**src/shared/line_mode_ctrl_map.vh**
```
`ifndef LINE_MODE_CTRL_MAP_VH
`define LINE_MODE_CTRL_MAP_VH

// register byte offsets on the AXI4-Lite slave
`define OFF_STATUS       6'h00
`define OFF_INT_STATUS   6'h04
`define OFF_INT_ENABLE   6'h08
`define OFF_INT_CLEAR    6'h0C
`define OFF_RAMP_CTRL    6'h10

// status register fields
`define ST_MODE_LSB      0
`define ST_MODE_MSB      3
`define ST_OVERLOAD      4
`define ST_DETECT        5
`define ST_RAMP_BUSY     6
`define ST_REVERSED      7
`define ST_METERING      8
`define ST_PIN_LEVEL     9

// event bits shared by status, enable and clear registers
`define EV_W             5
`define EV_OFFHOOK       0
`define EV_RINGTRIP      1
`define EV_OVL_SET       2
`define EV_OVL_CLR       3
`define EV_LOOP_RELEASE  4

// one-hot operating modes
`define MODE_DOWN        4'h1
`define MODE_HIZ         4'h2
`define MODE_ACT         4'h4
`define MODE_RING        4'h8

// bus responses
`define RESP_OKAY        2'h0
`define RESP_SLVERR      2'h2

// polarity ramp timing
`define CLK_PERIOD_NS    4
`define RAMP_STEP_NS     100
`define RAMP_DIV_RST     ((`RAMP_STEP_NS + `CLK_PERIOD_NS - 1) / `CLK_PERIOD_NS)
`define RAMP_MAX         8'hFF
`define RAMP_MIN         8'h00

`endif

```
**src/rtl/line_mode_ctrl.v**
```verilog
`include "line_mode_ctrl_map.vh"

// mode control and supervision of the line interface
module line_mode_ctrl
(
  input  wire        MCLK,
  input  wire        RESETN,
  // mode control pins
  input  wire        POWERDOWN_N,
  input  wire        CTRL_BIT0_TTX_ENABLE,
  input  wire        CTRL_BIT1_ACTIVE_SELECT,
  input  wire        CTRL_BIT2_POLARITY,
  input  wire        GAIN_SELECT,
  input  wire        METERING_TONE_CLOCK,
  // analog supervision flags
  input  wire        THERMAL_OVERLOAD,
  input  wire        OFF_HOOK_SENSE,
  input  wire        RING_TRIP_SENSE,
  // open-drain loop detect pin
  input  wire        LOOP_DETECT_N_I,
  output reg         LOOP_DETECT_N_O,
  output reg         LOOP_DETECT_N_OE,
  // line stage controls
  output reg         LINE_HIGH_Z,
  output reg         DETECT_ENABLE,
  output reg         HIGH_IMPEDANCE_FEED,
  output reg         DC_FEED_ENABLE,
  output reg         TX_ENABLE,
  output reg         FEEDBACK_ENABLE,
  output reg         VOLTAGE_BUFFER_MODE,
  output reg         RX_GAIN_PLUS6,
  output reg         TX_GAIN_MINUS12,
  output reg         ZSCALE_X25,
  output reg  [7:0]  POLARITY_LEVEL,
  output reg         METERING_ENABLE,
  output reg         SHAPED_METERING_SQUARE,
  output reg         INTERRUPT,
  // AXI4-Lite slave
  input  wire [5:0]  S_AXI_AWADDR,
  input  wire        S_AXI_AWVALID,
  output reg         S_AXI_AWREADY,
  input  wire [31:0] S_AXI_WDATA,
  input  wire [3:0]  S_AXI_WSTRB,
  input  wire        S_AXI_WVALID,
  output reg         S_AXI_WREADY,
  output reg  [1:0]  S_AXI_BRESP,
  output reg         S_AXI_BVALID,
  input  wire        S_AXI_BREADY,
  input  wire [5:0]  S_AXI_ARADDR,
  input  wire        S_AXI_ARVALID,
  output reg         S_AXI_ARREADY,
  output reg  [31:0] S_AXI_RDATA,
  output reg  [1:0]  S_AXI_RRESP,
  output reg         S_AXI_RVALID,
  input  wire        S_AXI_RREADY
);

  // reset divider worked out as an integer, then cut to the register width
  localparam integer RAMP_DIV_RST_I = `RAMP_DIV_RST;
  localparam [15:0]  RAMP_DIV_RST_C = RAMP_DIV_RST_I[15:0];

  // pin decode of the operating mode, one-hot result
  function [3:0] mode_decode;
    input down_n;
    input b0;
    input b1;
    begin
      if (!down_n)
        mode_decode = `MODE_DOWN;
      else if (b1)
        mode_decode = `MODE_ACT;
      else if (b0)
        mode_decode = `MODE_RING;
      else
        mode_decode = `MODE_HIZ;
    end
  endfunction

  // true for an offset that holds a register
  function is_mapped;
    input [5:0] addr;
    begin
      case (addr)
        `OFF_STATUS, `OFF_INT_STATUS, `OFF_INT_ENABLE,
        `OFF_INT_CLEAR, `OFF_RAMP_CTRL: is_mapped = 1'b1;
        default:                        is_mapped = 1'b0;
      endcase
    end
  endfunction

  reg  [3:0]         mode;           // applied mode, one-hot
  reg  [3:0]         next_mode;
  wire [3:0]         pin_mode;       // mode the pins ask for
  reg                overload;       // registered overload flag
  reg                detect;         // registered detect condition
  reg                next_detect;
  reg  [`EV_W-1:0]   int_status;     // sticky events
  reg  [`EV_W-1:0]   int_enable;     // event mask
  reg  [`EV_W-1:0]   int_clear;      // one-cycle clear pulse
  reg  [`EV_W-1:0]   events;
  reg  [`EV_W-1:0]   next_int;
  reg  [15:0]        ramp_div;       // cycles per ramp step
  wire [7:0]         ramp_level;
  wire               ramp_busy;
  wire               met_square;
  wire               met_enable;
  reg                aw_held;        // write address captured
  reg                w_held;         // write data captured
  reg  [5:0]         wr_addr;
  reg  [31:0]        wr_data;
  reg  [3:0]         wr_strb;
  reg  [31:0]        rd_word;
  wire               do_write;
  wire               ar_take;
  integer            i;

  assign pin_mode = mode_decode(POWERDOWN_N, CTRL_BIT0_TTX_ENABLE,
                                CTRL_BIT1_ACTIVE_SELECT);
  assign do_write = aw_held && w_held && !S_AXI_BVALID;
  assign ar_take  = S_AXI_ARVALID && S_AXI_ARREADY;

  // overload overrides the pins; the pins keep being decoded meanwhile,
  // so recovery lands on whatever mode is selected at that moment
  always @*
  begin
    if (THERMAL_OVERLOAD)
      next_mode = `MODE_DOWN;
    else
      next_mode = pin_mode;
  end

  // detect condition per mode; power down never reports anything
  always @*
  begin
    case (next_mode)
      `MODE_HIZ:  next_detect = OFF_HOOK_SENSE;
      `MODE_ACT:  next_detect = OFF_HOOK_SENSE;
      `MODE_RING: next_detect = RING_TRIP_SENSE;
      default:    next_detect = 1'b0;
    endcase
  end

  // mode register and line stage controls
  always @(posedge MCLK)
  begin
    if (!RESETN)
    begin
      mode                <= `MODE_DOWN;
      overload            <= 1'b0;
      detect              <= 1'b0;
      LINE_HIGH_Z         <= 1'b1;
      DETECT_ENABLE       <= 1'b0;
      HIGH_IMPEDANCE_FEED <= 1'b0;
      DC_FEED_ENABLE      <= 1'b0;
      TX_ENABLE           <= 1'b0;
      FEEDBACK_ENABLE     <= 1'b0;
      VOLTAGE_BUFFER_MODE <= 1'b0;
      RX_GAIN_PLUS6       <= 1'b0;
      TX_GAIN_MINUS12     <= 1'b0;
      ZSCALE_X25          <= 1'b0;
      LOOP_DETECT_N_O     <= 1'b0;
      LOOP_DETECT_N_OE    <= 1'b0;
    end
    else
    begin
      mode                <= next_mode;
      overload            <= THERMAL_OVERLOAD;
      detect              <= next_detect;
      LINE_HIGH_Z         <= (next_mode == `MODE_DOWN);
      DETECT_ENABLE       <= (next_mode != `MODE_DOWN);
      HIGH_IMPEDANCE_FEED <= (next_mode == `MODE_HIZ);
      DC_FEED_ENABLE      <= (next_mode == `MODE_ACT);
      TX_ENABLE           <= (next_mode == `MODE_ACT);
      FEEDBACK_ENABLE     <= (next_mode == `MODE_ACT) ||
                             (next_mode == `MODE_HIZ);
      VOLTAGE_BUFFER_MODE <= (next_mode == `MODE_RING);
      // gain set only matters in active mode
      RX_GAIN_PLUS6       <= (next_mode == `MODE_ACT) && GAIN_SELECT;
      TX_GAIN_MINUS12     <= (next_mode == `MODE_ACT) && GAIN_SELECT;
      ZSCALE_X25          <= (next_mode == `MODE_ACT) && GAIN_SELECT;
      // pin only ever pulled low; the external pull-up gives the high
      LOOP_DETECT_N_O     <= 1'b0;
      LOOP_DETECT_N_OE    <= next_detect;
    end
  end

  // polarity follows bit2 in every mode; ringing comes from its toggling
  polarity_ramp u_ramp
  (
    .clk     (MCLK),
    .resetn  (RESETN),
    .target  (CTRL_BIT2_POLARITY),
    .divider (ramp_div),
    .level   (ramp_level),
    .busy    (ramp_busy)
  );

  metering_gate u_meter
  (
    .clk    (MCLK),
    .resetn (RESETN),
    .tone   (METERING_TONE_CLOCK),
    .active (mode == `MODE_ACT),
    .burst  (CTRL_BIT0_TTX_ENABLE),
    .square (met_square),
    .enable (met_enable)
  );

  // retime submodule results so top outputs stay flop-driven
  always @(posedge MCLK)
  begin
    if (!RESETN)
    begin
      POLARITY_LEVEL         <= `RAMP_MIN;
      METERING_ENABLE        <= 1'b0;
      SHAPED_METERING_SQUARE <= 1'b0;
    end
    else
    begin
      POLARITY_LEVEL         <= ramp_level;
      METERING_ENABLE        <= met_enable;
      SHAPED_METERING_SQUARE <= met_square;
    end
  end

  // event detection from registered flags
  always @*
  begin
    events                  = {`EV_W{1'b0}};
    events[`EV_OFFHOOK]     = next_detect && !detect &&
                              (next_mode != `MODE_RING);
    events[`EV_RINGTRIP]    = next_detect && !detect &&
                              (next_mode == `MODE_RING);
    events[`EV_OVL_SET]     = THERMAL_OVERLOAD && !overload;
    events[`EV_OVL_CLR]     = !THERMAL_OVERLOAD && overload;
    events[`EV_LOOP_RELEASE] = !next_detect && detect;
    // a new event in the clearing cycle survives the clear
    next_int = (int_status & ~int_clear) | events;
  end

  // sticky status, level interrupt one cycle behind the status
  always @(posedge MCLK)
  begin
    if (!RESETN)
    begin
      int_status <= {`EV_W{1'b0}};
      INTERRUPT  <= 1'b0;
    end
    else
    begin
      int_status <= next_int;
      INTERRUPT  <= |(int_status & int_enable);
    end
  end

  // write channels: address and data captured independently
  always @(posedge MCLK)
  begin
    if (!RESETN)
    begin
      aw_held       <= 1'b0;
      w_held        <= 1'b0;
      wr_addr       <= 6'h00;
      wr_data       <= 32'h00000000;
      wr_strb       <= 4'h0;
      S_AXI_AWREADY <= 1'b1;
      S_AXI_WREADY  <= 1'b1;
      S_AXI_BVALID  <= 1'b0;
      S_AXI_BRESP   <= `RESP_OKAY;
    end
    else
    begin
      if (S_AXI_AWVALID && S_AXI_AWREADY)
      begin
        aw_held       <= 1'b1;
        wr_addr       <= S_AXI_AWADDR;
        S_AXI_AWREADY <= 1'b0;
      end
      if (S_AXI_WVALID && S_AXI_WREADY)
      begin
        w_held       <= 1'b1;
        wr_data      <= S_AXI_WDATA;
        wr_strb      <= S_AXI_WSTRB;
        S_AXI_WREADY <= 1'b0;
      end
      if (do_write)
      begin
        aw_held      <= 1'b0;
        w_held       <= 1'b0;
        S_AXI_BVALID <= 1'b1;
        // unmapped offsets answer with a slave error
        S_AXI_BRESP  <= is_mapped(wr_addr) ? `RESP_OKAY : `RESP_SLVERR;
      end
      else if (S_AXI_BVALID && S_AXI_BREADY)
      begin
        S_AXI_BVALID  <= 1'b0;
        S_AXI_AWREADY <= 1'b1;
        S_AXI_WREADY  <= 1'b1;
      end
    end
  end

  // register writes; the clear register only ever produces a pulse
  always @(posedge MCLK)
  begin
    if (!RESETN)
    begin
      int_enable <= {`EV_W{1'b0}};
      int_clear  <= {`EV_W{1'b0}};
      ramp_div   <= RAMP_DIV_RST_C;
    end
    else
    begin
      int_clear <= {`EV_W{1'b0}};
      if (do_write && wr_strb[0])
      begin
        if (wr_addr == `OFF_INT_ENABLE)
          int_enable <= wr_data[`EV_W-1:0];
        if (wr_addr == `OFF_INT_CLEAR)
          int_clear <= wr_data[`EV_W-1:0];
      end
      if (do_write && wr_addr == `OFF_RAMP_CTRL)
      begin
        for (i = 0; i < 2; i = i + 1)
          if (wr_strb[i])
            ramp_div[i*8 +: 8] <= wr_data[i*8 +: 8];
      end
    end
  end

  // read data mux; unused bits read as zero
  always @*
  begin
    rd_word = 32'h00000000;
    case (S_AXI_ARADDR)
      `OFF_STATUS:
      begin
        rd_word[`ST_MODE_MSB:`ST_MODE_LSB] = mode;
        rd_word[`ST_OVERLOAD]  = overload;
        rd_word[`ST_DETECT]    = detect;
        rd_word[`ST_RAMP_BUSY] = ramp_busy;
        rd_word[`ST_REVERSED]  = (ramp_level == `RAMP_MAX);
        rd_word[`ST_METERING]  = met_enable;
        rd_word[`ST_PIN_LEVEL] = LOOP_DETECT_N_I;
      end
      `OFF_INT_STATUS: rd_word[`EV_W-1:0] = int_status;
      `OFF_INT_ENABLE: rd_word[`EV_W-1:0] = int_enable;
      `OFF_RAMP_CTRL:  rd_word[15:0]      = ramp_div;
      default:         rd_word            = 32'h00000000;
    endcase
  end

  // read channel: one read outstanding, answer the cycle after taking it
  always @(posedge MCLK)
  begin
    if (!RESETN)
    begin
      S_AXI_ARREADY <= 1'b1;
      S_AXI_RVALID  <= 1'b0;
      S_AXI_RDATA   <= 32'h00000000;
      S_AXI_RRESP   <= `RESP_OKAY;
    end
    else if (ar_take)
    begin
      S_AXI_ARREADY <= 1'b0;
      S_AXI_RVALID  <= 1'b1;
      S_AXI_RDATA   <= rd_word;
      S_AXI_RRESP   <= is_mapped(S_AXI_ARADDR) ? `RESP_OKAY : `RESP_SLVERR;
    end
    else if (S_AXI_RVALID && S_AXI_RREADY)
    begin
      S_AXI_RVALID  <= 1'b0;
      S_AXI_ARREADY <= 1'b1;
    end
  end

endmodule

```
**src/rtl/polarity_ramp.v**
```verilog
`include "line_mode_ctrl_map.vh"

// soft polarity transition: level walks one step per divider period
module polarity_ramp
(
  input  wire        clk,
  input  wire        resetn,
  input  wire        target,
  input  wire [15:0] divider,
  output reg  [7:0]  level,
  output reg         busy
);

  reg [15:0] tick_cnt;   // prescaler for the ramp steps
  wire       tick;       // one step is due
  wire       at_goal;    // level already at the commanded end

  assign tick    = (tick_cnt == 16'h0000);
  assign at_goal = target ? (level == `RAMP_MAX) : (level == `RAMP_MIN);

  // prescaler reloads the programmed divider minus one each step
  always @(posedge clk)
  begin
    if (!resetn)
      tick_cnt <= 16'h0000;
    else if (tick)
      tick_cnt <= (divider == 16'h0000) ? 16'h0000 : divider - 16'h0001;
    else
      tick_cnt <= tick_cnt - 16'h0001;
  end

  // ramp instead of step, so a reversal never hits the line abruptly
  always @(posedge clk)
  begin
    if (!resetn)
    begin
      level <= `RAMP_MIN;
      busy  <= 1'b0;
    end
    else
    begin
      busy <= !at_goal;
      if (tick && !at_goal)
      begin
        if (target)
          level <= level + 8'h01;
        else
          level <= level - 8'h01;
      end
    end
  end

endmodule

```
**src/rtl/metering_gate.v**
```verilog
`include "line_mode_ctrl_map.vh"

// burst gate for the metering square wave
module metering_gate
(
  input  wire clk,
  input  wire resetn,
  input  wire tone,
  input  wire active,
  input  wire burst,
  output reg  square,
  output reg  enable
);

  // the burst length is exactly the time bit0 stays high in active mode;
  // a tone clock that stops early simply freezes the square output
  always @(posedge clk)
  begin
    if (!resetn)
    begin
      square <= 1'b0;
      enable <= 1'b0;
    end
    else
    begin
      enable <= active & burst;
      square <= active & burst & tone;
    end
  end

endmodule

```
**config.mk**
```make
export PLATFORM = sky130hd
export DESIGN_NAME = line_mode_ctrl
export DESIGN_NICKNAME = d
export VERILOG_FILES = /design/src/rtl/line_mode_ctrl.v /design/src/rtl/polarity_ramp.v /design/src/rtl/metering_gate.v
export VERILOG_INCLUDE_DIRS = /design/src /design/src/shared
export SDC_FILE = /design/constraint.sdc
export NUM_CORES = 1
export LEC_CHECK = 0
export ABC_AREA = 0
export BUFFER_PORTS_ARGS = -buffer_cell sky130_fd_sc_hd__buf_4
export CAP_MARGIN = 15
export CORE_MARGIN = 4
export CORE_UTILIZATION = 44
export CTS_BUF_LIST = sky130_fd_sc_hd__clkbuf_8
export DETAILED_ROUTE_END_ITERATION = 16
export PLACE_DENSITY = 0.72
export SLEW_MARGIN = 20
export SYNTH_ARGS = -nofsm -noshare
export SYNTH_HDL_FRONTEND = slang
export SYNTH_HIERARCHICAL = 1
export SYNTH_SLANG_ARGS = --single-unit
```
**constraint.sdc**
```tcl
create_clock -name MCLK -period 5.6 [get_ports MCLK]
set_clock_uncertainty 0.2 [all_clocks]
set_input_delay 0.28 -clock MCLK [delete_from_list [all_inputs] [get_ports MCLK]]
set_output_delay 0.28 -clock MCLK [all_outputs]
set_load 0.02 [all_outputs]
```
Word level (Yosys, flattened, before mapping)

Cells that the tools add are included.

Eq/ne operators: 16
Bitwise gates (word level): 7
Reductions and logical operators: 40
Add/sub/neg operators: 4
Mux-type cells: 32

Operator list:

| kind                                                                  | number |
|---|---|
| 16-bit zero test                                                      | 2 |
| 16-bit two-way mux                                                    | 2 |
| 16-bit by 1-bit subtractor with 16-bit output (second input constant) | 2 |
| 6-bit by 4-bit == test with 1-bit output (second input constant)      | 4 |
| 5-bit case mux with 4 select lines                                    | 1 |
| 1-bit two-way mux                                                     | 19 |
| 1-bit logical AND                                                     | 17 |
| 4-bit two-way mux                                                     | 4 |
| 5-bit OR reduction                                                    | 3 |
| 6-bit by 3-bit == test with 1-bit output (second input constant)      | 2 |
| 6-bit by 5-bit == test with 1-bit output (second input constant)      | 2 |
| 6-bit zero test                                                       | 2 |
| 5-bit bitwise AND                                                     | 2 |
| 5-bit case mux with 2 select lines                                    | 1 |
| 8-bit by 1-bit adder with 8-bit output (second input constant)        | 1 |
| 4-bit by 3-bit == test with 1-bit output (second input constant)      | 2 |
| 8-bit == test (second input constant)                                 | 1 |
| 8-bit zero test                                                       | 1 |
| 8-bit two-way mux                                                     | 1 |
| 8-bit by 1-bit subtractor with 8-bit output (second input constant)   | 1 |
| 1-bit zero test                                                       | 6 |
| 6-bit two-way mux                                                     | 1 |
| 2-bit AND reduction                                                   | 3 |
| 5-bit NOT                                                             | 1 |
| other kinds (14)                                                      | 18 |

Register bits: 133
Bits of input ports: 65
Word-level logic and storage cells: 136

Logic depth before layout (Yosys ltp)

Depth in word-level cells: 10
Gate-level depth with buffers: 9
Mapped depth without buffers: 8

By module

Netlist, hierarchy kept.

By module, submodules not included:

| module         | sequential area each (sq um) | times used | area each (sq um) | cells an instance |
|---|---|---|---|---|
| line_mode_ctrl | 2082.0                       | 1          | 3903.7            | 445 |
| polarity_ramp  | 500.5                        | 1          | 1775.5            | 218 |
| metering_gate  | 40.0                         | 1          | 56.3              | 4 |

Worst setup path after synthesis

Ideal clock, no wire load.

Path type: flip-flop to flip-flop
Start point: register ramp_div[8]
End point: register u_ramp.tick_cnt[4]
Data arrival time: 2013 ps
Clock period less this slack: 2340 ps
Library setup time: 128 ps
Path buffers: 1
Cell stages (with the launch flop): 8
Required time: 5272 ps
Path slack: 3260 ps
Cells stage by stage: dfxtp_1 or4_4 or4_4 nor4_4 buf_6 nor3_1 a21oi_1 nor2_1

Word-level cells in the longest chain between the ends: 3

Ends and longest elaborated chain:

| what                             | line                 | source |
|---|---|---|
| start: declaration               | line_mode_ctrl.v:102 | `reg [15:0] ramp_div;` |
| start signal: indexed assignment | line_mode_ctrl.v:326 | `ramp_div[i*8 +: 8] <= wr_data[i*8 +: 8];` |
| 16-bit zero test                 | polarity_ramp.v:27   | `tick_cnt <= (divider == 16'h0000) ? 16'h0000 : divider - 16'h0001;` |
| 16-bit two-way mux               | polarity_ramp.v:27   |  |
| 16-bit two-way mux               | polarity_ramp.v:26   | `else if (tick)` |
| end signal: assignment           | polarity_ramp.v:27   |  |
| end signal: assignment           | polarity_ramp.v:29   | `tick_cnt <= tick_cnt - 16'h0001;` |
| end: declaration                 | polarity_ramp.v:14   | `reg [15:0] tick_cnt;` |

No other way between the ends.
A chain may end at the register's enable or synchronous reset.

Worst setup path in the final report

Start point: register u_ramp.tick_cnt[0]
End point: register u_ramp.level[6]

Word-level cells in the longest chain between the ends: 2

Ends and longest elaborated chain:

| what                   | line               | source |
|---|---|---|
| 16-bit zero test       | polarity_ramp.v:18 | `assign tick = (tick_cnt == 16'h0000);` |
| 1-bit logical AND      | polarity_ramp.v:43 | `if (tick && !at_goal)` |
| end signal: assignment | polarity_ramp.v:37 | `` level <= `RAMP_MIN; `` |
| end signal: assignment | polarity_ramp.v:46 | `level <= level + 8'h01;` |
| end signal: assignment | polarity_ramp.v:48 | `level <= level - 8'h01;` |
| end: declaration       | polarity_ramp.v:10 | `output reg [7:0] level,` |

No other way between the ends.

==> out/results.ini <==
[status]
status=completed

[global_routing]
overflow=0
grt_max_degree=73
track_usage=0.193
grt_pass1_vias=4943
grt_pass1_wl_um=22900
antenna_found_initial=0

[critical_path]
path_max_fanout=26
rrSetupSlack_ps=2340
cp.arrival_ps=3390
endpoint_kind=register
critical_path_class=register to register
cp_cell_sequence=inv_1, ha_1, nor4b_1, nand3_2, nor2_1, nor2_1, a31o_2
crit_family=simple AND/OR/NAND/NOR gates
critPathRequiredTime_ps=5730
crit_buf_inv=1
critical_path.max_stage_delay_ps=780
worst_path_max_delay_cell=nor4b_1
crit_path_start_kind=register
path_common_cell=nor2_1

[sta]
relSlewSlack=0.353
period_needed_ps=3260
max_freq_ghz=0.307
tightest_slew_ps=957
setup_viol=0
slew_viol_final=0
period_share=0.581
finalSetupTns_ps=0
rsz0062_at_grt=no
holdWs_ps=36.2
hold_viol_final=0

[synthesis]
yosys.area.top_type=dfxtp_1
synth-main-ff-cell=dfxtp_1
synth_warnings=6
netlist_instances=667
yosys.area_share.adder=0.0231
synth.most_common_cell=dfxtp_1
ys_ff_latch=131
synth_edf_count=0
synthArstFlopShare=0
synth.distinct_cells=58
seq_area_frac_synth=0.457
netlist_area_um2=5740
synth_top_family_by_area=simple AND/OR/NAND/NOR gates
synth.area.top_cells=dfxtp_1 (46%), nand2_1 (5.8%), a21oi_1 (5.0%)
synth_compound_area_frac=0.137
synth_xor_area_frac=0.0428
yosys.area_share.simple=0.245
muxShareOfSynthArea=0.0318
yosysTopAreaCellShare=0.457
syn_area_per_cell_um2=8.60
netlist_top_cells_count=dfxtp_1 (131), nand2_1 (89), a21oi_1 (57), nor2_1 (47), o21ai_0 (41)

[die]
start_util=0.453
core_area_um2=12700
rows=41
die_h_um=122
dieArea_um2=14900
num_io_pins=129
die_x_um=122

[clock_network]
cts_buffers=17
htree_levels=4
clk-insertion-delay-late_ps=430
cts_tree=done
cts.clk_slew.worst_paths_ps=70
cts_sinks=131
clock_path_buffers=2
cts_setup_buffers=0
cts-root-buf=clkbuf_8

[detailed_routing]
drc=0
drtPass1Iterations=5
drt_first_iter_violations=331
avgRoutedWirePerCell_um=14.5
routed_wl_um=14200
vias=5117
postRouteAntennaNets=0
viasPerCell=5.25

[power_and_ir_drop]
ir_worst_vdd_uv=149
pwr_density_cell_nw_per_um2=366
p_leak_uw=0.00293
p_total_uw=2660

[final_layout]
syn_to_final_growth_pct=26.9
drive_gt1_frac=0.168
fin_cells=975
fin_nets=866

[job]
drv_cap=0

[placement]
place_congestion=0.896
dp_hpwl_um=9540
dp_cells=897
io_buffers=91

[hold_path]
hold_path.class=input pin to register

## repair_timing
item                      4_1_cts  5_1_grt
hold endpoints to repair       47        0
hold buffers                   47        0
gates resized for setup         0        0
## placed cells by master (no fill, tap or decap), types with 2 or more instances in the layout
cell	n
or3_2	3
clkinv_1	2
and2_1	22
dlygate4sd3_1	47
nand3_1	36
nor3b_1	3
xor2_1	7
and3_1	4
nor2_1	47
or4_4	4
a211oi_1	2
buf_4	92
or4_1	2
o41ai_1	2
ha_1	9
nor4b_1	2
nor3_1	22
mux2i_1	16
o31a_1	2
a22oi_1	7
nand3b_1	7
a21o_1	2
a21oi_1	57
nand2b_1	9
dfxtp_1	131
nand2_1	89
mux2_2	2
o21ai_0	41
a221oi_1	5
nand4_1	8
inv_1	20
o31ai_1	2
o32ai_1	4
xnor2_1	21
nor4_4	3
clkbuf_8	24
nor4_1	6
conb_1	19
## layout make-up
cell class	count	area, µm²
antenna	1	2.50
fill	1086	5400
timing repair buffer	139	1160
inverter	19	71.3
clock inverter	6	53.8
clock buffer	24	330
sequential	131	2620
tap	172	215
multi-input combinational	483	2820
## layer usage
metal  wire length [µm]  GRT usage
met1               5960      0.230
met2               7120      0.331
met3                760     0.0455
met4                337     0.0826
met5                  0          0
## final timing paths
kind,startpoint,end,depth (start not counted)
setup reg to reg,u_ramp/tick_cnt[0]$_SDFF_PN0_,u_ramp/level[6]$_SDFFE_PN0P_,7
setup / recovery,u_ramp/tick_cnt[0]$_SDFF_PN0_,u_ramp/level[6]$_SDFFE_PN0P_,7
hold reg to reg,u_meter/square$_SDFF_PN0_,SHAPED_METERING_SQUARE$_SDFF_PN0_,1
hold / removal,POWERDOWN_N,DETECT_ENABLE$_SDFF_PN0_,3
## worst reg2reg max path: stages, from the launching register on
cell and delay (ps):
dfxtp_1 330, inv_1 110, ha_1 170, nor4b_1 780, nand3_2 660, nor2_1 590, nor2_1 100, a31o_2 220
## through the flow
step / worst slack [ps] / utilization / cell area, µm²
4_1_cts: 2490 / 0.574 / 7270
6_report: 2340 / 0.574 / 7280
3_5_place_dp: 2560 / 0.507 / 6420
5_1_grt: 2220 / 0.574 / 7270
2_1_floorplan: 3260 / - / 5800
3_3_place_gp: 2610 / 0.507 / 6420
## power breakdown
part	leakage [µW]	internal [µW]	switching, µW	total (µW)
clock	0.000207	424	331	755
sequential	0.00107	1030	102	1140
combinational	0.00165	335	435	770
## kinds of logic (layout without fill, tap and decap cells)
group / Yosys count / after routing
compound gates: 134 / 134
xor+xnor: 28 / 28
fa+ha+maj: 10 / 10
buf+inv: 71 / 188
flops: 131 / 131
mux: 18 / 18
other cells: 1 / 20
simple gates: 274 / 274
## registers in the layout (all words and copies together) (netlist names), 2 cells and up
| register | count |
|---|---|
| u_ramp/tick_cnt | 16 |
| POLARITY_LEVEL | 8 |
| wr_addr | 6 |
| wr_strb | 2 |
| int_enable | 5 |
| wr_data | 16 |
| u_ramp/level | 8 |
| ramp_div | 16 |
| S_AXI_RDATA | 16 |
| mode | 4 |
| int_status | 5 |
| int_clear | 5 |
No activity file was read; power rests on OpenSTA's default activity.
